### config.mk
export PLATFORM = sky130hd
export DESIGN_NAME = hpm_decode
export DESIGN_NICKNAME = d
export VERILOG_FILES = /design/src/pkg/hpm_pkg.sv /design/src/hw/hpm_decode.sv
export SDC_FILE = /design/constraint.sdc
export NUM_CORES = 1
export LEC_CHECK = 0
export BUFFER_PORTS_ARGS = -buffer_cell sky130_fd_sc_hd__buf_4
export CAP_MARGIN = 20
export CORE_MARGIN = 5
export CORE_UTILIZATION = 30
export CTS_BUF_LIST = sky130_fd_sc_hd__clkbuf_8
export CTS_CLUSTER_DIAMETER = 150
export DETAILED_ROUTE_END_ITERATION = 12
export SYNTH_ARGS = -nofsm -noshare
export SYNTH_HDL_FRONTEND = slang
export SYNTH_SLANG_ARGS = --single-unit
export TNS_END_PERCENT = 100
### constraint.sdc
create_clock -name clk_in -period 3.19 [get_ports clk_in]
set_input_delay 0.638 -clock clk_in [delete_from_list [all_inputs] [get_ports clk_in]]
set_output_delay 0.638 -clock clk_in [all_outputs]
set_load 0.01 [all_outputs]
### src/pkg/hpm_pkg.sv
// constants for the host/pci memory decode block
package hpm_pkg;
   localparam int AW          = 36;             // host address width
   localparam int MBW         = AW - 20;        // address in 1 MB units
   localparam int SMW         = AW - 16;        // address in 64 KB units
   // fixed compatibility windows
   localparam logic [AW-1:0] VGA_LO   = 36'h0_000a_0000;
   localparam logic [AW-1:0] VGA_HI   = 36'h0_000b_ffff;
   localparam logic [AW-1:0] FIX_LO   = 36'h0_000c_0000;
   localparam logic [AW-1:0] FIX_HI   = 36'h0_000e_ffff;
   localparam logic [5:0]    FIX_BLK0 = 6'h30;  // c0000 in 16 KB blocks
   localparam int            FIX_NUM  = 12;     // 16 KB blocks to effff
   localparam logic [AW-1:0] BIOS_LO  = 36'h0_000f_0000;
   localparam logic [AW-1:0] BIOS_HI  = 36'h0_000f_ffff;
   // range left to local memory
   localparam logic [AW-1:0] LOC_LO   = 36'h0_fed0_0000;
   localparam logic [AW-1:0] LOC_HI   = 36'h0_ffdf_ffff;
   // window size codes: 1,2,4,8,16,32 MB
   localparam logic [2:0]    SIZE_MAX = 3'h5;
   localparam logic [MBW-1:0] GAP_MIN = 16'h0001;  // 1 MB
   localparam logic [11:0]   FB_MIN   = 12'h400;    // 1 GB in MB
   localparam logic [11:0]   FB_MAX   = 12'hfff;    // last MB below 4 GB
   localparam logic [4:0]    SMM_MAX  = 5'h10;      // 1 MB in 64 KB units
   // in-order queue and time-out
   localparam int            IOQ_DEPTH = 8;
   localparam int            TOW       = 16;
   localparam logic [1:0]    STRAP_DLY = 2'h2;      // synchroniser depth
endpackage

### src/hw/hpm_decode.sv
// host/pci memory claim decode with smm tracking and host time-out
//
// Contract
// - host-to-pci windows make pci access ignored
// - pci-to-host accesses never claimed on host
// - compatibility bridge answers unclaimed host requests
// - only 36-bit host addresses, larger refused
// - per-region attributes gate fixed-region claims
// - video enable gates a0000-bffff decode
// - top-of-memory enable claims above main memory in the compatibility role
// - gap window 1 MB aligned, 1-32 MB
// - high gap has programmable start and end
// - boot rom block, reset enable follows bridge role
// - fed00000-ffdfffff stays local with two exceptions
// - frame buffer 1-4 GB, 1-32 MB size
// - smm flagged accesses in smm window unclaimed
// - smm window 64 KB steps, up to 1 MB
// - smm window overrides top-of-memory for normal accesses
// - sm acknowledge answered in the compatibility role, active set with flag
// - smm active held until unflagged acknowledge
// - window hits claimed unless kept local, else below top left
// - timed-out host requests retired in the compatibility role, not forwarded
// - pci below top forwarded unless window hit
// - pci above top forwarded to host unless window hit
// - restricted variant never forwards pci i/o
// - time-out logged when queue waits too long
`timescale 1ns/10ps
module hpm_decode
   import hpm_pkg::*;
#(
   parameter bit FULL_IO = 1'b0   // 1: pci i/o may go to host
) (
   // clock and reset
   input  wire logic           clk_in,
   input  wire logic           sys_rst_in,
   // strap: high in the compatibility bridge
   input  wire logic           compat_strap_in,
   // host request, sampled on host_req_in
   input  wire logic           host_req_in,
   input  wire logic [AW-1:0]  host_addr_in,
   input  wire logic           host_addr_wide_in,  // address beyond 36 bits
   input  wire logic           host_write_in,
   input  wire logic           host_io_in,
   input  wire logic           host_sm_ack_in,
   input  wire logic           mgmt_mode_request_flag_in,
   input  wire logic           host_resp_seen_in,  // any response phase
   // pci request
   input  wire logic           pci_req_in,
   input  wire logic [AW-1:0]  pci_addr_in,
   input  wire logic           pci_io_in,
   // decode configuration
   input  wire logic [2*FIX_NUM-1:0] fixed_region_attribute_map_in,
   input  wire logic           video_buffer_enable_in,
   input  wire logic           top_of_memory_enable_in,
   input  wire logic [MBW-1:0] top_of_memory_limit_in,
   input  wire logic           memory_gap_enable_in,
   input  wire logic [MBW-1:0] memory_gap_upper_address_in,
   input  wire logic [2:0]     memory_gap_size_in,
   input  wire logic           high_gap_enable_in,
   input  wire logic [MBW-1:0] high_gap_start_in,
   input  wire logic [MBW-1:0] high_gap_end_in,
   input  wire logic           boot_rom_write_in,  // load boot rom enable
   input  wire logic           boot_rom_value_in,
   input  wire logic           interrupt_controller_range_en_in,
   input  wire logic           frame_buffer_enable_in,
   input  wire logic [11:0]    frame_buffer_window_in,
   input  wire logic [2:0]     frame_buffer_size_in,
   input  wire logic           mgmt_ram_enable_in,
   input  wire logic [SMW-1:0] mgmt_ram_window_in,
   input  wire logic [4:0]     mgmt_ram_units_in,  // 64 KB units, 1..16
   input  wire logic [TOW-1:0] timeout_value_in,   // 0 disables
   input  wire logic           timeout_log_clr_in,
   // host answers
   output logic                host_resp_vld_out,
   output logic                host_claim_out,
   output logic                host_unsup_out,
   output logic                sm_ack_resp_out,
   output logic                mgmt_mode_active_out,
   output logic                host_retire_out,
   output logic                timeout_log_out,
   output logic                boot_rom_enable_out,
   // pci answer
   output logic                pci_resp_vld_out,
   output logic                pci_fwd_host_out
);
   // decode indexes the map with 4 bits of the block index, so the map must fit
   if (FIX_NUM > 16) begin : g_bad
      $error("fixed region count too large");
   end

   // inclusive range test
   function automatic logic in_rng(input logic [AW-1:0] a,
                                   input logic [AW-1:0] lo,
                                   input logic [AW-1:0] hi);
      return (a >= lo) && (a <= hi);
   endfunction

   // 1 MB aligned window of 2**sel MB; base 0 and bad codes never hit
   function automatic logic in_win(input logic [MBW-1:0] amb,
                                   input logic [MBW-1:0] base,
                                   input logic [2:0]     sel);
      logic [MBW:0] top;
      top = {1'b0, base} + ({{MBW{1'b0}}, 1'b1} << sel);
      return (sel <= SIZE_MAX) && (base >= GAP_MIN) &&
             (amb >= base) && ({1'b0, amb} < top);
   endfunction

   // registered state
   logic                strap_s1_reg, strap_s2_reg;  // strap synchroniser
   logic [1:0]          init_cnt_reg;
   logic                compat_reg;     // role caught after release
   logic [3:0]          ioq_cnt_reg;    // outstanding host requests
   logic [TOW-1:0]      to_cnt_reg;     // cycles without response

   // window decode shared by both sides
   function automatic logic win_hit(input logic [AW-1:0] a,
                                    input logic          wr,
                                    input logic          bios_en);
      logic [MBW-1:0] amb;
      logic [5:0]     idx;
      logic [1:0]     attr;
      logic           hit;
      amb  = a[AW-1:20];
      idx  = a[19:14] - FIX_BLK0;
      attr = fixed_region_attribute_map_in[{idx[3:0], 1'b0} +: 2];
      hit  = 1'b0;
      // attr bit 0 claims reads, bit 1 claims writes
      // attribute gated claim
      if (in_rng(a, FIX_LO, FIX_HI))
         hit = wr ? attr[1] : attr[0];
      if (in_rng(a, VGA_LO, VGA_HI) && video_buffer_enable_in)
         hit = 1'b1;
      if (in_rng(a, BIOS_LO, BIOS_HI) && bios_en)
         hit = 1'b1;
      if (memory_gap_enable_in &&
          in_win(amb, memory_gap_upper_address_in, memory_gap_size_in))
         hit = 1'b1;
      if (high_gap_enable_in && high_gap_start_in >= GAP_MIN &&
          amb >= high_gap_start_in && amb <= high_gap_end_in)
         hit = 1'b1;
      if (frame_buffer_enable_in && a[AW-1:32] == 4'h0 &&
          frame_buffer_window_in >= FB_MIN &&
          in_win({4'h0, a[31:20]}, {4'h0, frame_buffer_window_in},
                 frame_buffer_size_in))
         hit = 1'b1;
      return hit;
   endfunction

   // host side decode, all from values present at the request edge
   wire [MBW-1:0] h_mb       = host_addr_in[AW-1:20];
   wire           h_above    = h_mb >= top_of_memory_limit_in;
   wire           h_win      = win_hit(host_addr_in, host_write_in,
                                       boot_rom_enable_out);
   wire [SMW:0]   smm_top    = {1'b0, mgmt_ram_window_in} +
                               {{(SMW-4){1'b0}}, mgmt_ram_units_in};
   // 64 KB steps, at most 1 MB
   wire           smm_ok     = mgmt_ram_enable_in &&
                               mgmt_ram_units_in != 5'h00 &&
                               mgmt_ram_units_in <= SMM_MAX;
   wire           h_in_smm   = smm_ok &&
                               host_addr_in[AW-1:16] >= mgmt_ram_window_in &&
                               {1'b0, host_addr_in[AW-1:16]} < smm_top;
   wire           h_gap_hit  = memory_gap_enable_in &&
                               in_win(h_mb, memory_gap_upper_address_in,
                                      memory_gap_size_in);
   // local hole unless above top or gap with both ranges off
   wire           h_local    = in_rng(host_addr_in, LOC_LO, LOC_HI) &&
                               !h_above &&
                               !(h_gap_hit && !boot_rom_enable_out &&
                                 !interrupt_controller_range_en_in);
   // default responder takes memory above top
   wire           h_tom      = compat_reg && top_of_memory_enable_in &&
                               h_above;
   wire           h_mem_clm  = h_in_smm ? !mgmt_mode_request_flag_in :
                               (!h_local && (h_win || h_tom));
   // host i/o goes down to pci unless its address is beyond 36 bits
   wire           h_claim    = !host_addr_wide_in &&
                               (host_io_in || h_mem_clm);

   // pci side decode: window hits stay on pci
   wire           p_win      = win_hit(pci_addr_in, 1'b0,
                                       boot_rom_enable_out);
   // pci memory forwarded unless a window keeps it, pci i/o only with FULL_IO
   wire           p_fwd      = pci_io_in ? FULL_IO : !p_win;

   // time-out detection
   wire           ioq_empty  = ioq_cnt_reg == 4'h0;
   wire           timeout    = !ioq_empty && !host_resp_seen_in &&
                               timeout_value_in != '0 &&
                               to_cnt_reg == timeout_value_in;
   wire           req_take   = host_req_in && !host_addr_wide_in &&
                               ioq_cnt_reg < 4'(IOQ_DEPTH);
   wire           ioq_pop    = host_resp_seen_in || timeout;

   // strap synchroniser, role loaded once after release
   always_ff @(posedge clk_in or posedge sys_rst_in) begin
      if (sys_rst_in) begin
         strap_s1_reg <= 1'b0;
         strap_s2_reg <= 1'b0;
         init_cnt_reg <= 2'h0;
         compat_reg   <= 1'b0;
      end else begin
         strap_s1_reg <= compat_strap_in;
         strap_s2_reg <= strap_s1_reg;
         // parks one past the load, so the role is taken only once
         if (init_cnt_reg != STRAP_DLY + 2'h1) begin
            init_cnt_reg <= init_cnt_reg + 2'h1;
         end
         if (init_cnt_reg == STRAP_DLY) begin
            compat_reg <= strap_s2_reg;
         end
      end
   end

   // boot rom enable: role default, then software loads
   always_ff @(posedge clk_in or posedge sys_rst_in) begin
      if (sys_rst_in) begin
         boot_rom_enable_out <= 1'b0;
      end else if (init_cnt_reg == STRAP_DLY) begin
         boot_rom_enable_out <= strap_s2_reg;
      end else if (boot_rom_write_in) begin
         boot_rom_enable_out <= boot_rom_value_in;
      end
   end

   // host and pci answers, one cycle after the request
   always_ff @(posedge clk_in or posedge sys_rst_in) begin
      if (sys_rst_in) begin
         host_resp_vld_out <= 1'b0;
         host_claim_out    <= 1'b0;
         host_unsup_out    <= 1'b0;
         sm_ack_resp_out   <= 1'b0;
         pci_resp_vld_out  <= 1'b0;
         pci_fwd_host_out  <= 1'b0;
      end else begin
         host_resp_vld_out <= host_req_in;
         host_claim_out    <= host_req_in && !host_sm_ack_in && h_claim;
         host_unsup_out    <= host_req_in && host_addr_wide_in;
         sm_ack_resp_out   <= host_req_in && host_sm_ack_in && compat_reg;
         pci_resp_vld_out  <= pci_req_in;
         // pci-bound host traffic never loops back
         pci_fwd_host_out  <= pci_req_in && p_fwd;
      end
   end

   // smm active tracking
   always_ff @(posedge clk_in or posedge sys_rst_in) begin
      if (sys_rst_in) begin
         mgmt_mode_active_out <= 1'b0;
      // every acknowledge in the compatibility role reloads from the flag
      end else if (host_req_in && host_sm_ack_in && compat_reg) begin
         mgmt_mode_active_out <= mgmt_mode_request_flag_in;
      end
   end

   // queue occupancy and wait counter
   always_ff @(posedge clk_in or posedge sys_rst_in) begin
      if (sys_rst_in) begin
         ioq_cnt_reg <= 4'h0;
         to_cnt_reg  <= '0;
      end else begin
         ioq_cnt_reg <= ioq_cnt_reg + 4'(req_take) -
                        4'(ioq_pop && !ioq_empty);
         // count restarts on any response or when idle
         if (ioq_empty || ioq_pop) begin
            to_cnt_reg <= '0;
         end else if (to_cnt_reg != '1) begin
            to_cnt_reg <= to_cnt_reg + TOW'(1);
         end
      end
   end

   // time-out log and retire; a new event beats the clear
   always_ff @(posedge clk_in or posedge sys_rst_in) begin
      if (sys_rst_in) begin
         timeout_log_out <= 1'b0;
         host_retire_out <= 1'b0;
      end else begin
         timeout_log_out <= timeout ||
                            (timeout_log_out && !timeout_log_clr_in);
         // default responder retires, nothing sent to pci
         host_retire_out <= timeout && compat_reg;
      end
   end
endmodule

# Word level (Yosys, flattened, before mapping)

Cells that the tools add are included.

Equal/unequal tests: 4
Shift operators: 4
Magnitude comparators: 37
Reductions and logical operators: 84
Multiplexer cells: 19
$add $sub $neg: 9

Operators by type and width:

| operator                                                                | number |
|---|---|
| 36-bit by 20-bit >= comparator with 1-bit output, second input constant | 6 |
| 36-bit by 20-bit <= comparator with 1-bit output, second input constant | 6 |
| 16-bit >= comparator                                                    | 5 |
| 1-bit logical AND                                                       | 60 |
| 36-bit by 32-bit >= comparator with 1-bit output, second input constant | 1 |
| 36-bit by 32-bit <= comparator with 1-bit output, second input constant | 1 |
| 12-bit by 17-bit less-than comparator with 1-bit output                 | 2 |
| 16-bit by 17-bit less-than comparator with 1-bit output                 | 2 |
| 1-bit by 3-bit << shifter with 17-bit output, first input constant      | 2 |
| 16-bit by 1-bit >= comparator with 1-bit output, second input constant  | 2 |
| 16-bit <= comparator                                                    | 2 |
| 16-bit 2-to-1 mux                                                       | 2 |
| 12-bit >= comparator                                                    | 2 |
| 24-bit by 6-bit indexed part select with 1-bit output                   | 1 |
| 24-bit by 6-bit indexed part select with 2-bit output                   | 1 |
| 20-bit by 5-bit adder with 21-bit output                                | 1 |
| 20-bit by 21-bit less-than comparator with 1-bit output                 | 1 |
| 20-bit >= comparator                                                    | 1 |
| 12-bit by 17-bit adder with 17-bit output                               | 1 |
| 16-bit by 17-bit adder with 17-bit output                               | 1 |
| 1-bit 2-to-1 mux                                                        | 17 |
| 16-bit by 1-bit adder with 16-bit output, second input constant         | 1 |
| 16-bit == test                                                          | 1 |
| 16-bit != test, second input constant                                   | 1 |
| other kinds (17)                                                        | 37 |

Logic and storage cells: 173
Register bits after elaboration: 35
Input port bits: 241

# Longest topological paths before layout

Gate-level depths: netlist of the first run.

Word-level depth: 15
Mapped depth: 21
Depth with buffers taken out: 21

# Worst setup path before layout of the first run

No wires, ideal clock.

Path type: input to register
From: input port frame_buffer_size_in[1]
To: register host_claim_out
Stages on the path: 21
Arrival time: 3923 ps
Setup slack: -821 ps
Required time: 3102 ps
Path through: nor2_1 -> nand2_1 -> inv_1 -> ha_1 -> a21o_1 -> a21oi_1 -> o21bai_1 -> a21oi_1 -> o21ai_1 -> a21oi_1 -> nor2_1 -> xnor2_1 -> ha_1 -> or4_1 -> a221oi_1 -> o21ai_1 -> a31o_1 -> o211ai_1 -> o311ai_0 -> a31o_1 -> a41oi_1

Longest elaborated chain between the ends: 12

Ends and longest elaborated chain:

| what                                                                                         | line                                 | text |
|---|---|---|
| start: declaration                                                                           | hpm_decode.sv:67                     | `input wire logic [2:0] frame_buffer_size_in,` |
| 1-bit by 3-bit << shifter with 17-bit output or 3-bit <= comparator (tied branches)          | hpm_decode.sv:103, hpm_decode.sv:104 |  |
| 12-bit by 17-bit adder with 17-bit output or 1-bit logical AND (tied branches)               | hpm_decode.sv:103, hpm_decode.sv:104 |  |
| 12-bit by 17-bit less-than comparator with 1-bit output or 1-bit logical AND (tied branches) | hpm_decode.sv:105, hpm_decode.sv:104 |  |
| 1-bit logical AND *                                                                          | hpm_decode.sv:105                    | `(amb >= base) && ({1'b0, amb} < top);` |
| 1-bit logical AND *                                                                          | hpm_decode.sv:142                    | `frame_buffer_window_in >= FB_MIN &&` |
| 1-bit 2-to-1 mux *                                                                           | hpm_decode.sv:141                    | `if (frame_buffer_enable_in && a[AW-1:32] == 4'h0 &&` |
| 1-bit logical OR *                                                                           | hpm_decode.sv:175                    | `(!h_local && (h_win \|\| h_tom));` |
| 1-bit logical AND *                                                                          | hpm_decode.sv:175                    |  |
| 1-bit 2-to-1 mux *                                                                           | hpm_decode.sv:174                    | `wire h_mem_clm = h_in_smm ? !mgmt_mode_request_flag_in :` |
| 1-bit logical OR *                                                                           | hpm_decode.sv:178                    | `(host_io_in \|\| h_mem_clm);` |
| 1-bit logical AND *                                                                          | hpm_decode.sv:177                    | `wire h_claim = !host_addr_wide_in &&` |
| 1-bit logical AND *                                                                          | hpm_decode.sv:237                    | `host_claim_out <= host_req_in && !host_sm_ack_in && h_claim;` |
| end signal: assignment                                                                       | hpm_decode.sv:237                    |  |
| end: declaration                                                                             | hpm_decode.sv:75                     | `output logic host_claim_out,` |

Mark *: on every way between the ends. The rest lies on a longest branch, timed or not.
A chain may end at the register's enable or synchronous reset.

# Worst setup path after layout of the first run

From: input port frame_buffer_size_in[0]
To: register host_claim_out

The elaborated chain is that of the path after synthesis.

==> results of run 1 <==
## timing repair
item,in CTS,in global routing
hold buffers,0,0
resized for setup,22,9
pin swaps,30,14
endpoints found under the setup margin,2,2
setup buffers,6,2
## power by group through the flow
stage	clock, mW	combinational (mW)	sequential (mW)
final	0.328	1.69	0.530
after global routing	0.369	1.92	0.535
after CTS	0.344	1.69	0.530
after detailed placement	0	1.65	0.539
after global placement	0	1.61	0.537
after floorplan	0	0.915	0.534
## cells in the mapped netlist (3+ instances only)
cell	instances
sky130_fd_sc_hd__o21ai_1	11
sky130_fd_sc_hd__nand3b_1	3
sky130_fd_sc_hd__o31ai_1	3
sky130_fd_sc_hd__nand2_1	58
sky130_fd_sc_hd__and3b_1	4
sky130_fd_sc_hd__o21a_1	17
sky130_fd_sc_hd__or4_1	6
sky130_fd_sc_hd__nor2_1	57
sky130_fd_sc_hd__nand3_1	28
sky130_fd_sc_hd__nand2b_1	14
sky130_fd_sc_hd__o22ai_1	3
sky130_fd_sc_hd__a2111oi_0	4
sky130_fd_sc_hd__ha_1	252
sky130_fd_sc_hd__o2111ai_1	6
sky130_fd_sc_hd__a22oi_1	3
sky130_fd_sc_hd__nor4_1	31
sky130_fd_sc_hd__fa_1	4
sky130_fd_sc_hd__nand4_1	31
sky130_fd_sc_hd__o21ai_0	60
sky130_fd_sc_hd__xnor2_1	45
sky130_fd_sc_hd__buf_2	3
sky130_fd_sc_hd__a21o_1	34
sky130_fd_sc_hd__o21bai_1	4
sky130_fd_sc_hd__nor3b_1	9
sky130_fd_sc_hd__a31oi_1	9
sky130_fd_sc_hd__dfrtp_1	35
sky130_fd_sc_hd__a21oi_1	76
sky130_fd_sc_hd__a211oi_1	14
sky130_fd_sc_hd__xor2_1	22
sky130_fd_sc_hd__o211ai_1	9
sky130_fd_sc_hd__a221oi_1	4
sky130_fd_sc_hd__and2_1	3
sky130_fd_sc_hd__inv_1	122
sky130_fd_sc_hd__and4_1	5
sky130_fd_sc_hd__mux2i_1	11
sky130_fd_sc_hd__nor2b_1	8
sky130_fd_sc_hd__and3_1	12
sky130_fd_sc_hd__nor3_1	20
sky130_fd_sc_hd__mux4_2	5
sky130_fd_sc_hd__or3_1	13
## through the flow
step / cell area (µm²) / instances / hold slack, ns
floorplan: 8950 / 1095 / 0.331
global placement: 12000 / 1827 / 0.338
detailed placement: 12000 / 1827 / 0.336
CTS: 12300 / 1840 / 0.362
global route: 12300 / 1842 / 0.366
finish: 12300 / 1843 / 0.360
## worst max-delay path, delay by kind of cell
kind	cells	cell delay (ns)
AO/OA/AOI/OAI	9	1.42
adder cells (fa/ha/maj)	3	0.75
buffers and inverters	2	0.19
XOR/XNOR	1	0.10
AND/OR/NAND/NOR	4	0.94
## cell families (layout without fill, tap and decap cells)
group | Yosys count | after routing | share of synthesized area [%]
adders and majority gates | 259 | 259 | 36.7
xor gates and xnor gates | 67 | 67 | 6.60
other | 0 | 1 | 0
muxes | 17 | 17 | 2.63
AOI/OAI and AO/OA | 283 | 283 | 20.5
and+or+nand+nor | 307 | 307 | 18.3
DFF | 35 | 35 | 9.85
buffers and inverters | 127 | 484 | 5.40
## cell type report
class / count / share of cell area (%)
inverter: 122 / 3.72
timing repair buffer: 355 / 21.8
clock inverter: 1 / 0.0406
clock buffer: 6 / 0.670
antenna: 1 / 0.0203
tap: 390 / 3.96
multi-input combinational: 933 / 62.6
sequential: 35 / 7.11
## worst paths after layout
kind,to,cells after the start
worst max-delay path,host_claim_out,19
worst min-delay path,strap_s2_reg,0
worst max register to register,ioq_cnt_reg[2],12
worst min register to register,strap_s2_reg,0
max in group asynchronous,host_unsup_out,3
min in group asynchronous,host_retire_out,3
## layer usage
metal	vias to the layer above	wire (µm)
met5	-	0
met4	0	336
met1	4378	14700
li1	4834	-
met3	23	1590
met2	252	15500
==> impl_metrics.prom, run 1 <==
# TYPE chip_impl_metric gauge
chip_impl_info{name="outcome",value="finished with violations"} 1
chip_impl_info{name="failed_checks",value="setup timing"} 1
chip_impl_metric{name="post_route_cells_drive_above_1_share",unit="%"} 28.3
chip_impl_metric{name="multiInputGateArea",unit="µm²"} 7720
chip_impl_metric{name="cp_slowest_stage_delay",unit="ns"} 0.49
chip_impl_metric{name="total_leakage_power",unit="nW"} 6.32
chip_impl_info{name="worstReg2RegStart",value="to_cnt_reg[13]"} 1
chip_impl_info{name="startpoint_class_of_the_critical_path",value="input port"} 1
chip_impl_metric{name="met1_usage_grt",unit="%"} 24.9
chip_impl_metric{name="start_util",unit="%"} 30.2
chip_impl_metric{name="reg2reg_slack",unit="ns"} 0.57
chip_impl_metric{name="grt_overflow_total",unit=""} 0
chip_impl_metric{name="largest_register_ff_count",unit=""} 16
chip_impl_metric{name="use_met3",unit="%"} 2.35
chip_impl_metric{name="setup_viol_count_final",unit=""} 2
chip_impl_metric{name="vias_in_the_first_global_route",unit=""} 9436
chip_impl_metric{name="sequential_fraction_of_the_synthesis_area",unit="%"} 9.85
chip_impl_metric{name="cts.sink_count",unit=""} 35
chip_impl_metric{name="fraction_of_power_consumed_by_the_clock_network",unit="%"} 12.9
chip_impl_metric{name="slew-limit-headroom",unit="%"} 54.4
chip_impl_info{name="crit_start",value="frame_buffer_size_in[0]"} 1
chip_impl_metric{name="sw_power",unit="mW"} 1.04
chip_impl_info{name="synth-main-ff-cell",value="sky130_fd_sc_hd__dfrtp_1"} 1
chip_impl_metric{name="timing_hold_violations_final",unit=""} 0
chip_impl_metric{name="power_per_cell_area",unit="nW/µm²"} 207
chip_impl_metric{name="yosys.cell_types.count",unit=""} 68
chip_impl_metric{name="avgViaCountPerCell",unit=""} 5.15
chip_impl_metric{name="power.internal",unit="mW"} 1.51
chip_impl_metric{name="drt_pass1_iterations",unit=""} 4
chip_impl_metric{name="post_synthesis_register_bit_count",unit=""} 35
chip_impl_info{name="netlist.top_cell.by_area",value="sky130_fd_sc_hd__ha_1"} 1
chip_impl_metric{name="maxClockFrequency",unit="MHz"} 262
chip_impl_metric{name="async_reset_ff_share",unit="%"} 100
chip_impl_metric{name="ant_nets",unit=""} 0
chip_impl_metric{name="avgRoutedWirePerCell",unit="µm"} 17.5
chip_impl_metric{name="finalPower",unit="mW"} 2.55
chip_impl_metric{name="detailedPlacementHpwl",unit="µm"} 27800
chip_impl_info{name="worstHoldPathType",value="reg2reg"} 1
chip_impl_metric{name="filler_cell_count",unit=""} 3024
chip_impl_info{name="gr-max-usage-layer",value="met2"} 1
chip_impl_metric{name="max-vdd-ir-drop",unit="µV"} 163
chip_impl_info{name="rsz_0062_raised_after_global_routing",value="true"} 1
chip_impl_metric{name="chipHeight",unit="µm"} 182
chip_impl_metric{name="net_count_synth",unit=""} 1592
chip_impl_metric{name="synthesis.instances",unit=""} 1095
chip_impl_info{name="most_used_cell_cp",value="sky130_fd_sc_hd__a31o_1"} 1
chip_impl_metric{name="part_of_the_power_in_registers",unit="%"} 20.8
chip_impl_metric{name="cts_made_buffers",unit=""} 5
chip_impl_metric{name="htree_levels",unit=""} 2
chip_impl_metric{name="port-buffer-count",unit=""} 222
chip_impl_metric{name="synth_edf_count",unit=""} 0
chip_impl_metric{name="worst_slew_pin_slew",unit="ns"} 0.678
chip_impl_metric{name="fin_crit_sh",unit="%"} 120
chip_impl_metric{name="syn_to_final_growth",unit="%"} 38.5
chip_impl_metric{name="power.share.switching",unit="%"} 40.9
chip_impl_info{name="hold_path_startpoint",value="strap_s1_reg"} 1
chip_impl_metric{name="detail_route.drc_violations",unit=""} 0
chip_impl_metric{name="fraction_of_power_consumed_by_combinational_cells",unit="%"} 66.3
chip_impl_info{name="tritoncts",value="done"} 1
chip_impl_metric{name="critPathMaxFanout",unit=""} 4
chip_impl_metric{name="nets",unit=""} 1949
chip_impl_metric{name="regArea",unit="µm²"} 876
chip_impl_metric{name="clock-skew-final",unit="ns"} 0.0138
chip_impl_metric{name="die_width",unit="µm"} 182
chip_impl_metric{name="final_core_utilization",unit="%"} 41.8
chip_impl_info{name="endpoint_kind",value="register"} 1
chip_impl_metric{name="globalplace.congestion",unit=""} 0.901
chip_impl_metric{name="routed-via-count",unit=""} 9487
chip_impl_metric{name="grt_use_met2",unit="%"} 33.4
chip_impl_info{name="setup.worst_path.class",value="in2reg"} 1
chip_impl_metric{name="worstSkewPairLatency",unit="ns"} 0.29
chip_impl_info{name="layout_common_cells",value="350 x sky130_fd_sc_hd__buf_4, 246 x sky130_fd_sc_hd__ha_1, 121 x sky130_fd_sc_hd__inv_1, 73 x sky130_fd_sc_hd__a21oi_1, 60 x sky130_fd_sc_hd__o21ai_0"} 1
chip_impl_metric{name="timing.max_cap.violations",unit=""} 0
chip_impl_metric{name="synth.yosys.warnings",unit=""} 0
chip_impl_metric{name="min_period",unit="ns"} 3.82
chip_impl_info{name="worstPathCellList",value="buf_4, nor3_4, ha_2, inv_1, fa_2, nor2b_2, o31a_1, o22ai_2, nor3_2, xnor2_1, ha_1, or4_4, a221oi_2, o21ai_1, a31o_1, o211ai_1, o311ai_2, a31o_1, a41oi_2"} 1
chip_impl_info{name="synthTopCellsByArea",value="sky130_fd_sc_hd__ha_1 35%, sky130_fd_sc_hd__dfrtp_1 9.8%, sky130_fd_sc_hd__inv_1 5.1%"} 1
chip_impl_metric{name="placeableCoreArea",unit="µm²"} 29500
chip_impl_metric{name="top_level_ports",unit=""} 251
chip_impl_metric{name="die_area",unit="µm²"} 33200
chip_impl_metric{name="grt_start_max_net_pins",unit=""} 36
chip_impl_metric{name="timing.critical_path.required",unit="ns"} 3.41
chip_impl_metric{name="maxSlewViolCount",unit=""} 0
chip_impl_info{name="crit_path_top_delay_cell",value="sky130_fd_sc_hd__or4_4"} 1
chip_impl_info{name="layout_commonest_cell",value="sky130_fd_sc_hd__buf_4"} 1
chip_impl_metric{name="row_count",unit=""} 63
chip_impl_metric{name="worst_setup_slack_post_dpl",unit="ns"} -1.16
chip_impl_metric{name="syn_area_per_cell",unit="µm²"} 8.12
chip_impl_metric{name="cts_max_path_buffers",unit=""} 2
chip_impl_metric{name="critical_path_arrival",unit="ns"} 4.04
chip_impl_metric{name="first_pass_grt_wire_length",unit="µm"} 50200
chip_impl_info{name="cts-root-buf",value="sky130_fd_sc_hd__clkbuf_8"} 1
chip_impl_metric{name="postLayoutSetupSlackWorst",unit="ns"} -0.632
chip_impl_metric{name="synth_top_cell_area_share",unit="%"} 35.4
chip_impl_metric{name="setup-tns-final",unit="ns"} -1.10
chip_impl_metric{name="wl",unit="µm"} 32200
chip_impl_metric{name="antenna_found_initial",unit=""} 2
chip_impl_metric{name="clk_transition_reported_paths",unit="ns"} 0.08
chip_impl_metric{name="drt_first_iter_violations",unit=""} 374
chip_impl_metric{name="synthesis.area",unit="µm²"} 8900
chip_impl_metric{name="gr_usage_total",unit="%"} 18.7
Note: power is estimated with default switching activity, not from simulation.
==> run 2: changes to the inputs <==
Settings changed: ABC_AREA from default to 1.
==> run 2 against run 1 <==
Register-to-register slack about the same. Largest power group unchanged. Global-route usage grew 0.91 points. Clock power increased by 5%. Area after synthesis increased by 6.5%. Wire length up 11%. Worst setup slack gained 0.44 ns. Cell count increased by 16%. Critical endpoint unchanged. The run still ends with setup timing left. Utilization is 1.1 points lower.
==> impl_metrics.prom, run 2 <==
# TYPE chip_impl_metric gauge
chip_impl_metric{name="syn_to_final_growth",unit="%"} 34.8
chip_impl_metric{name="final_design_area_no_fill",unit="µm²"} 12800
chip_impl_metric{name="htree_levels",unit=""} 2
chip_impl_info{name="outcome",value="finished with violations"} 1
chip_impl_metric{name="sequential_fraction_of_the_synthesis_area",unit="%"} 9.24
chip_impl_metric{name="ant_nets",unit=""} 0
chip_impl_metric{name="synth.yosys.warnings",unit=""} 0
chip_impl_info{name="netlist.top_cell.by_area",value="sky130_fd_sc_hd__ha_1"} 1
chip_impl_metric{name="synthesis.instances",unit=""} 1394
chip_impl_metric{name="power.share.switching",unit="%"} 45.2
chip_impl_info{name="layout_commonest_cell",value="sky130_fd_sc_hd__buf_4"} 1
chip_impl_metric{name="clock-skew-final",unit="ns"} 0.0143
chip_impl_metric{name="die_width",unit="µm"} 188
chip_impl_info{name="post-synth-top-count-cell",value="sky130_fd_sc_hd__ha_1"} 1
chip_impl_metric{name="nets",unit=""} 2221
chip_impl_metric{name="fin_crit_sh",unit="%"} 106
chip_impl_metric{name="maxSlewViolCount",unit=""} 0
chip_impl_metric{name="synth_top_cell_area_share",unit="%"} 33.3
chip_impl_metric{name="row_count",unit=""} 65
chip_impl_metric{name="start_util",unit="%"} 30.2
chip_impl_metric{name="post_synthesis_register_bit_count",unit=""} 35
chip_impl_metric{name="critical_path_arrival",unit="ns"} 3.61
chip_impl_metric{name="cts.sink_count",unit=""} 35
chip_impl_metric{name="total_leakage_power",unit="nW"} 6.81
chip_impl_metric{name="use_met3",unit="%"} 3.11
chip_impl_metric{name="post_route_cells_drive_above_1_share",unit="%"} 24.4
chip_impl_metric{name="cts_max_path_buffers",unit=""} 2
chip_impl_metric{name="grt_start_max_net_pins",unit=""} 36
chip_impl_info{name="gr-max-usage-layer",value="met2"} 1
chip_impl_metric{name="instance_area_at_placement",unit="µm²"} 12400
chip_impl_metric{name="worstSkewPairLatency",unit="ns"} 0.29
chip_impl_metric{name="vias_in_the_first_global_route",unit=""} 10983
chip_impl_metric{name="min_period",unit="ns"} 3.38
chip_impl_metric{name="net_count_synth",unit=""} 1891
chip_impl_metric{name="timing.critical_path.required",unit="ns"} 3.42
chip_impl_metric{name="syn_area_per_cell",unit="µm²"} 6.80
chip_impl_info{name="rsz_0062_raised_after_global_routing",value="true"} 1
chip_impl_metric{name="cts_made_buffers",unit=""} 5
chip_impl_metric{name="fraction_of_power_consumed_by_combinational_cells",unit="%"} 67.1
chip_impl_metric{name="met1_usage_grt",unit="%"} 24.6
chip_impl_info{name="cts-root-buf",value="sky130_fd_sc_hd__clkbuf_8"} 1
chip_impl_info{name="failed_checks",value="setup timing"} 1
chip_impl_metric{name="critPathMaxFanout",unit=""} 4
chip_impl_metric{name="routed-via-count",unit=""} 10701
chip_impl_metric{name="synthesis.area",unit="µm²"} 9480
chip_impl_info{name="synth-main-ff-cell",value="sky130_fd_sc_hd__dfrtp_1"} 1
chip_impl_metric{name="drt_first_iter_violations",unit=""} 509
chip_impl_metric{name="grt_overflow_total",unit=""} 0
chip_impl_metric{name="drt_pass1_iterations",unit=""} 7
chip_impl_metric{name="placeableCoreArea",unit="µm²"} 31400
chip_impl_metric{name="grt_use_met2",unit="%"} 33.5
chip_impl_metric{name="largest_register_ff_count",unit=""} 16
chip_impl_metric{name="postLayoutSetupSlackWorst",unit="ns"} -0.189
chip_impl_metric{name="top_level_ports",unit=""} 251
chip_impl_metric{name="worst_slew_pin_slew",unit="ns"} 0.725
chip_impl_info{name="layout_common_cells",value="323 x sky130_fd_sc_hd__buf_4, 248 x sky130_fd_sc_hd__ha_1, 230 x sky130_fd_sc_hd__nand2_1, 220 x sky130_fd_sc_hd__inv_1, 133 x sky130_fd_sc_hd__a21oi_1"} 1
chip_impl_info{name="tritoncts",value="done"} 1
chip_impl_metric{name="yosys.cell_types.count",unit=""} 46
chip_impl_info{name="setup.worst_path.class",value="in2reg"} 1
chip_impl_metric{name="avgRoutedWirePerCell",unit="µm"} 16.8
chip_impl_metric{name="antenna_found_initial",unit=""} 2
chip_impl_metric{name="die_area",unit="µm²"} 35200
chip_impl_metric{name="worst_setup_slack_post_dpl",unit="ns"} -0.711
chip_impl_metric{name="slew-limit-headroom",unit="%"} 51.2
chip_impl_metric{name="power_per_cell_area",unit="nW/µm²"} 207
chip_impl_metric{name="final_core_utilization",unit="%"} 40.7
chip_impl_metric{name="max-vdd-ir-drop",unit="µV"} 134
chip_impl_metric{name="async_reset_ff_share",unit="%"} 100
chip_impl_info{name="worstHoldPathType",value="reg2reg"} 1
chip_impl_metric{name="setup_viol_count_final",unit=""} 2
chip_impl_metric{name="globalplace.congestion",unit=""} 0.920
chip_impl_metric{name="chipHeight",unit="µm"} 188
chip_impl_metric{name="maxClockFrequency",unit="MHz"} 296
chip_impl_metric{name="part_of_the_power_in_registers",unit="%"} 19.8
chip_impl_metric{name="detailedPlacementHpwl",unit="µm"} 30100
chip_impl_metric{name="power.internal",unit="mW"} 1.45
chip_impl_metric{name="wl",unit="µm"} 35800
chip_impl_metric{name="fraction_of_power_consumed_by_the_clock_network",unit="%"} 13.1
chip_impl_info{name="synthTopCellsByArea",value="sky130_fd_sc_hd__ha_1 33%, sky130_fd_sc_hd__dfrtp_1 9.2%, sky130_fd_sc_hd__nand2_1 9.2%"} 1
chip_impl_metric{name="clk_transition_reported_paths",unit="ns"} 0.09
chip_impl_metric{name="timing_hold_violations_final",unit=""} 0
chip_impl_metric{name="gr_usage_total",unit="%"} 19.6
chip_impl_metric{name="synth_edf_count",unit=""} 0
chip_impl_metric{name="cts_hold_buf",unit=""} 0
chip_impl_metric{name="sw_power",unit="mW"} 1.19
chip_impl_metric{name="timing.max_cap.violations",unit=""} 0
chip_impl_metric{name="detail_route.drc_violations",unit=""} 0
chip_impl_metric{name="first_pass_grt_wire_length",unit="µm"} 56100
chip_impl_info{name="endpoint_kind",value="register"} 1
chip_impl_metric{name="avgViaCountPerCell",unit=""} 5.03
chip_impl_info{name="startpoint_class_of_the_critical_path",value="input port"} 1
chip_impl_info{name="post_synth_most_frequent_cells",value="252 x sky130_fd_sc_hd__ha_1, 233 x sky130_fd_sc_hd__nand2_1, 223 x sky130_fd_sc_hd__inv_1"} 1
chip_impl_metric{name="port-buffer-count",unit=""} 222
## run 2: cell count changes after synthesis, moves of 32 or more
cell,change
sky130_fd_sc_hd__nand2_1,+175
sky130_fd_sc_hd__inv_1,+101
sky130_fd_sc_hd__a21oi_1,+62
sky130_fd_sc_hd__nand3_1,+45
sky130_fd_sc_hd__nor2_1,+37
sky130_fd_sc_hd__a21o_1,-32
sky130_fd_sc_hd__xnor2_1,-32
## run 2: what timing repair did
item / CTS / global route
pin swaps: 9 / 14
gates cloned: 0 / 0
setup buffers: 4 / 5
endpoints found under the setup margin: 2 / 2
gates resized for setup: 20 / 34
## run 2: power by group through the flow
stage	Sequential (mW)	Clock, mW	Combinational (mW)
floorplan	0.525	0	0.974
global placement	0.529	0	1.65
detailed placement	0.531	0	1.71
CTS	0.523	0.362	1.74
global route	0.528	0.375	2.03
finish	0.522	0.346	1.77
## run 2: path summary, 6_finish.rpt
| kind | slack, ns | start | depth (start not counted) | to |
|---|---|---|---|---|
| worst min-delay path | 0.36 | strap_s1_reg | 0 | strap_s2_reg |
| min in group asynchronous | 0.45 | sys_rst_in | 3 | host_unsup_out |
| worst min register to register | 0.36 | strap_s1_reg | 0 | strap_s2_reg |
| worst max-delay path | -0.19 | frame_buffer_size_in[1] | 24 | host_claim_out |
| worst max register to register | 0.56 | to_cnt_reg[0] | 13 | ioq_cnt_reg[2] |
| max in group asynchronous | 2.37 | sys_rst_in | 3 | to_cnt_reg[9] |
## run 2: metrics by stage
stage	std cells	power [mW]	TNS [ns]	hold WS, ns
after detailed placement	2110	2.24	-1.30	0.341
final	2129	2.64	-0.362	0.360
after CTS	2122	2.63	-0.399	0.363
after global routing	2129	2.93	-0.866	0.371
after global placement	2110	2.18	-1.19	0.333
after floorplan	1394	1.50	-0.142	0.331
## run 2: worst max-delay path: stages
cell and delay [ns]:
sky130_fd_sc_hd__buf_6 0.11, sky130_fd_sc_hd__nor3_4 0.18, sky130_fd_sc_hd__ha_2 0.20, sky130_fd_sc_hd__inv_1 0.05, sky130_fd_sc_hd__fa_2 0.34, sky130_fd_sc_hd__nand3b_1 0.18, sky130_fd_sc_hd__nand2_2 0.10, sky130_fd_sc_hd__a21oi_1 0.07
sky130_fd_sc_hd__nor2_1 0.09, sky130_fd_sc_hd__nor2_1 0.05, sky130_fd_sc_hd__xor2_1 0.15, sky130_fd_sc_hd__buf_4 0.15, sky130_fd_sc_hd__ha_1 0.29, sky130_fd_sc_hd__a21oi_1 0.12, sky130_fd_sc_hd__o21ai_0 0.10, sky130_fd_sc_hd__a21oi_1 0.14
sky130_fd_sc_hd__nor2_1 0.06, sky130_fd_sc_hd__nor2_1 0.08, sky130_fd_sc_hd__nand3b_1 0.08, sky130_fd_sc_hd__nand2_1 0.10, sky130_fd_sc_hd__nor2_2 0.05, sky130_fd_sc_hd__nand2_1 0.06, sky130_fd_sc_hd__nand3_2 0.08, sky130_fd_sc_hd__a21oi_2 0.11
## run 2: logic make-up after synthesis
kind of cell | synth area share, %
multiplexers | 0.106
AND/OR/NAND/NOR | 26.8
buffers and inverters | 9.44
XOR/XNOR | 4.07
adder cells (fa/ha/maj) | 34.1
flip-flops | 9.24
AO/OA/AOI/OAI | 16.2
## run 2: area by class of cell
type                            count  area [µm²]
Multi-Input combinational cell   1122        7950
Timing Repair Buffer              327        2480
Fill cell                        3381       18600
Sequential cell                    35         876
Tap cell                          402         503
Inverter                          233         878
Clock inverter                      3        20.0
Clock buffer                        5        68.8
Antenna cell                        2        5.00
## run 2: per-layer routing
metal	vias up	routed length, µm
met3	85	2320
li1	5501	-
met5	-	0
met2	300	16500
met1	4815	15400
met4	0	1690
==> run 3: changes to the inputs <==
Settings changed: CORE_ASPECT_RATIO from default to 0.9.
==> run 3 against run 2 <==
The flow still finishes with violations (setup timing). Cell count rose by 0.70%. Register-to-register slack barely moved. Utilization rose by 0.55 points. First-iteration DRC count fell by 5.3%. Worst setup slack got worse by 0.067 ns. Non-clock buffer count rose by 10. Worst hold slack got worse by 0.0011 ns. Power rose by 2.8%. Clock skew fell by 0.00091 ns. Clock power rose by 25%. Critical path depth fell by 1. Highest routed layer unchanged.
==> impl_metrics.prom, run 3 (same netlist as run 2, synthesis figures left out) <==
# TYPE chip_impl_metric gauge
chip_impl_info{name="outcome",value="finished with violations"} 1
chip_impl_info{name="failed_checks",value="setup timing"} 1
chip_impl_metric{name="cts_made_buffers",unit=""} 5
chip_impl_metric{name="clk_transition_reported_paths",unit="ns"} 0.08
chip_impl_metric{name="antenna-diode-count",unit=""} 0
chip_impl_metric{name="post_route_cells_drive_above_1_share",unit="%"} 24.3
chip_impl_info{name="critPathTopFamily",value="compound AO/OA/AOI/OAI gates"} 1
chip_impl_metric{name="reg2reg_depth",unit=""} 13
chip_impl_info{name="layout_commonest_cell",value="sky130_fd_sc_hd__buf_4"} 1
chip_impl_metric{name="first_pass_grt_wire_length",unit="µm"} 54100
chip_impl_metric{name="htree_levels",unit=""} 2
chip_impl_metric{name="timing_hold_violations_final",unit=""} 0
chip_impl_metric{name="setup_viol_count_final",unit=""} 2
chip_impl_info{name="worstReg2RegStart",value="to_cnt_reg[0]"} 1
chip_impl_metric{name="fraction_of_power_consumed_by_the_clock_network",unit="%"} 15.9
chip_impl_metric{name="setup-tns-final",unit="ns"} -0.482
chip_impl_metric{name="hold-worst-slack",unit="ns"} 0.359
chip_impl_metric{name="port-buffer-count",unit=""} 222
chip_impl_metric{name="max-vdd-ir-drop",unit="µV"} 161
chip_impl_metric{name="die_width",unit="µm"} 197
chip_impl_metric{name="critPathMaxFanout",unit=""} 4
chip_impl_metric{name="final_core_utilization",unit="%"} 41.2
chip_impl_info{name="layout_common_cells",value="335 x sky130_fd_sc_hd__buf_4, 247 x sky130_fd_sc_hd__ha_1, 230 x sky130_fd_sc_hd__nand2_1, 221 x sky130_fd_sc_hd__inv_1, 134 x sky130_fd_sc_hd__a21oi_1"} 1
chip_impl_metric{name="maxClockFrequency",unit="MHz"} 290
chip_impl_info{name="rr_endpoint",value="ioq_cnt_reg[2]"} 1
chip_impl_metric{name="critical_path_arrival",unit="ns"} 3.65
chip_impl_metric{name="place.detailed.instances",unit=""} 2125
chip_impl_metric{name="fraction_of_power_consumed_by_combinational_cells",unit="%"} 64.9
chip_impl_metric{name="wl",unit="µm"} 35300
chip_impl_metric{name="chipHeight",unit="µm"} 179
chip_impl_metric{name="detail_route.drc_violations",unit=""} 0
chip_impl_metric{name="ant_nets",unit=""} 0
chip_impl_metric{name="detailedPlacementHpwl",unit="µm"} 29800
chip_impl_info{name="setup.worst_path.class",value="in2reg"} 1
chip_impl_info{name="tritoncts",value="done"} 1
chip_impl_info{name="worstPathCellList",value="buf_12, clkinv_4, nor3_2, ha_1, nand3_2, nand2_2, a21oi_2, o21bai_1, a21oi_1, o21bai_1, nand2_1, a21oi_2, buf_4, xor2_1, ha_1, nand2_1, nor2_1, a21oi_1, nand4_1, o221ai_2, nor2_1, nand2_1, inv_1"} 1
chip_impl_metric{name="power_per_cell_area",unit="nW/µm²"} 212
chip_impl_metric{name="cts_max_path_buffers",unit=""} 2
chip_impl_metric{name="top_level_ports",unit=""} 251
chip_impl_metric{name="die_area",unit="µm²"} 35200
chip_impl_metric{name="antenna_found_initial",unit=""} 0
chip_impl_metric{name="reg2reg_slack",unit="ns"} 0.56
chip_impl_metric{name="timing.max_cap.violations",unit=""} 0
chip_impl_metric{name="cp_slowest_stage_delay",unit="ns"} 0.34
chip_impl_info{name="rsz_0062_raised_after_global_routing",value="true"} 1
chip_impl_metric{name="maxSlewViolCount",unit=""} 0
chip_impl_metric{name="grt_start_max_net_pins",unit=""} 36
chip_impl_metric{name="finalPower",unit="mW"} 2.72
chip_impl_metric{name="postLayoutSetupSlackWorst",unit="ns"} -0.256
chip_impl_metric{name="fin_crit_sh",unit="%"} 108
chip_impl_metric{name="worstSkewPairLatency",unit="ns"} 0.30
chip_impl_metric{name="layout.cells.non_filler",unit=""} 2144
chip_impl_metric{name="drt_pass1_iterations",unit=""} 5
chip_impl_info{name="hold_path_startpoint",value="strap_s1_reg"} 1
chip_impl_metric{name="final_design_area_no_fill",unit="µm²"} 12800
chip_impl_metric{name="instance_area_at_placement",unit="µm²"} 12400
chip_impl_info{name="most_used_cell_cp",value="sky130_fd_sc_hd__nand2_1"} 1
chip_impl_metric{name="largest_register_ff_count",unit=""} 16
chip_impl_metric{name="placeableCoreArea",unit="µm²"} 31100
chip_impl_metric{name="gr_usage_total",unit="%"} 19.2
chip_impl_metric{name="part_of_the_power_in_registers",unit="%"} 19.2
chip_impl_metric{name="routed-via-count",unit=""} 10674
chip_impl_info{name="crit_path_top_delay_cell",value="sky130_fd_sc_hd__ha_1"} 1
chip_impl_metric{name="vias_in_the_first_global_route",unit=""} 10386
chip_impl_metric{name="cp.buffers_inverters",unit=""} 4
chip_impl_metric{name="nets",unit=""} 2231
chip_impl_metric{name="cts_hold_buf",unit=""} 0
chip_impl_metric{name="min_delay_path_depth",unit=""} 0
chip_impl_info{name="startpoint_class_of_the_critical_path",value="input port"} 1
chip_impl_metric{name="slew-limit-headroom",unit="%"} 68.1
chip_impl_metric{name="worst_slew_pin_slew",unit="ns"} 0.478
chip_impl_metric{name="avgViaCountPerCell",unit=""} 4.98
chip_impl_info{name="endpoint_kind",value="register"} 1
chip_impl_metric{name="sw_power",unit="mW"} 1.17
chip_impl_metric{name="row_count",unit=""} 61
chip_impl_metric{name="power.internal",unit="mW"} 1.55
chip_impl_metric{name="power.share.switching",unit="%"} 43.0
chip_impl_metric{name="worst_setup_slack_post_dpl",unit="ns"} -0.708
chip_impl_metric{name="avgRoutedWirePerCell",unit="µm"} 16.5
chip_impl_metric{name="cts.sink_count",unit=""} 35
chip_impl_metric{name="timing.critical_path.required",unit="ns"} 3.39
chip_impl_metric{name="total_leakage_power",unit="nW"} 6.87
chip_impl_metric{name="start_util",unit="%"} 30.5
chip_impl_metric{name="grt_overflow_total",unit=""} 0
chip_impl_info{name="worstHoldPathType",value="reg2reg"} 1
chip_impl_metric{name="clock-skew-final",unit="ns"} 0.0134
chip_impl_info{name="hold-path-endpoint",value="strap_s2_reg"} 1
chip_impl_metric{name="min_period",unit="ns"} 3.45
chip_impl_metric{name="syn_to_final_growth",unit="%"} 35.2
chip_impl_info{name="cts-root-buf",value="sky130_fd_sc_hd__clkbuf_8"} 1
chip_impl_metric{name="globalplace.congestion",unit=""} 0.894
chip_impl_metric{name="drt_first_iter_violations",unit=""} 482
==> run 3: worst max path at each step <==
stage | cells past startpoint | start | end | slack, ns
detailed placement | 23 | frame_buffer_size_in[1] | pci_fwd_host_out | -0.71
CTS | 24 | frame_buffer_size_in[1] | pci_fwd_host_out | -0.23
global route | 24 | frame_buffer_size_in[1] | host_claim_out | -0.41
finish | 23 | frame_buffer_size_in[1] | pci_fwd_host_out | -0.26
floorplan | 23 | frame_buffer_size_in[1] | host_claim_out | -0.14
global placement | 23 | frame_buffer_size_in[1] | pci_fwd_host_out | -0.62
==> run 3: area by class of cell <==
class | count | area [µm²]
clock inverters | 2 | 35.0
well taps | 409 | 512
fillers | 3267 | 18300
multi-input cells | 1122 | 7880
repair buffers | 337 | 2550
inverters | 233 | 883
clock buffers | 6 | 82.6
flip-flops and latches | 35 | 876
==> run 3: timing repair <==
item                       4_1_cts  5_1_grt
setup buffers                    8        4
setup endpoints to repair        2        2
gates resized for setup         28       13
pin swaps                       28       25
==> run 3: per-layer routing <==
metal	up-vias	global-route usage, %	part of all wire (%)
met1	4874	26.6	47
met2	257	32.6	46
met4	0	3.87	1.9
li1	5501	-	-
met5	-	0	0
met3	42	1.93	5.0
==> run 3: power groups by stage <==
stage	Combinational, mW	Clock (mW)	Sequential (mW)
floorplan	0.974	0	0.525
global placement	1.66	0	0.528
detailed placement	1.72	0	0.530
CTS	1.75	0.444	0.522
global route	2.01	0.471	0.528
finish	1.76	0.433	0.521
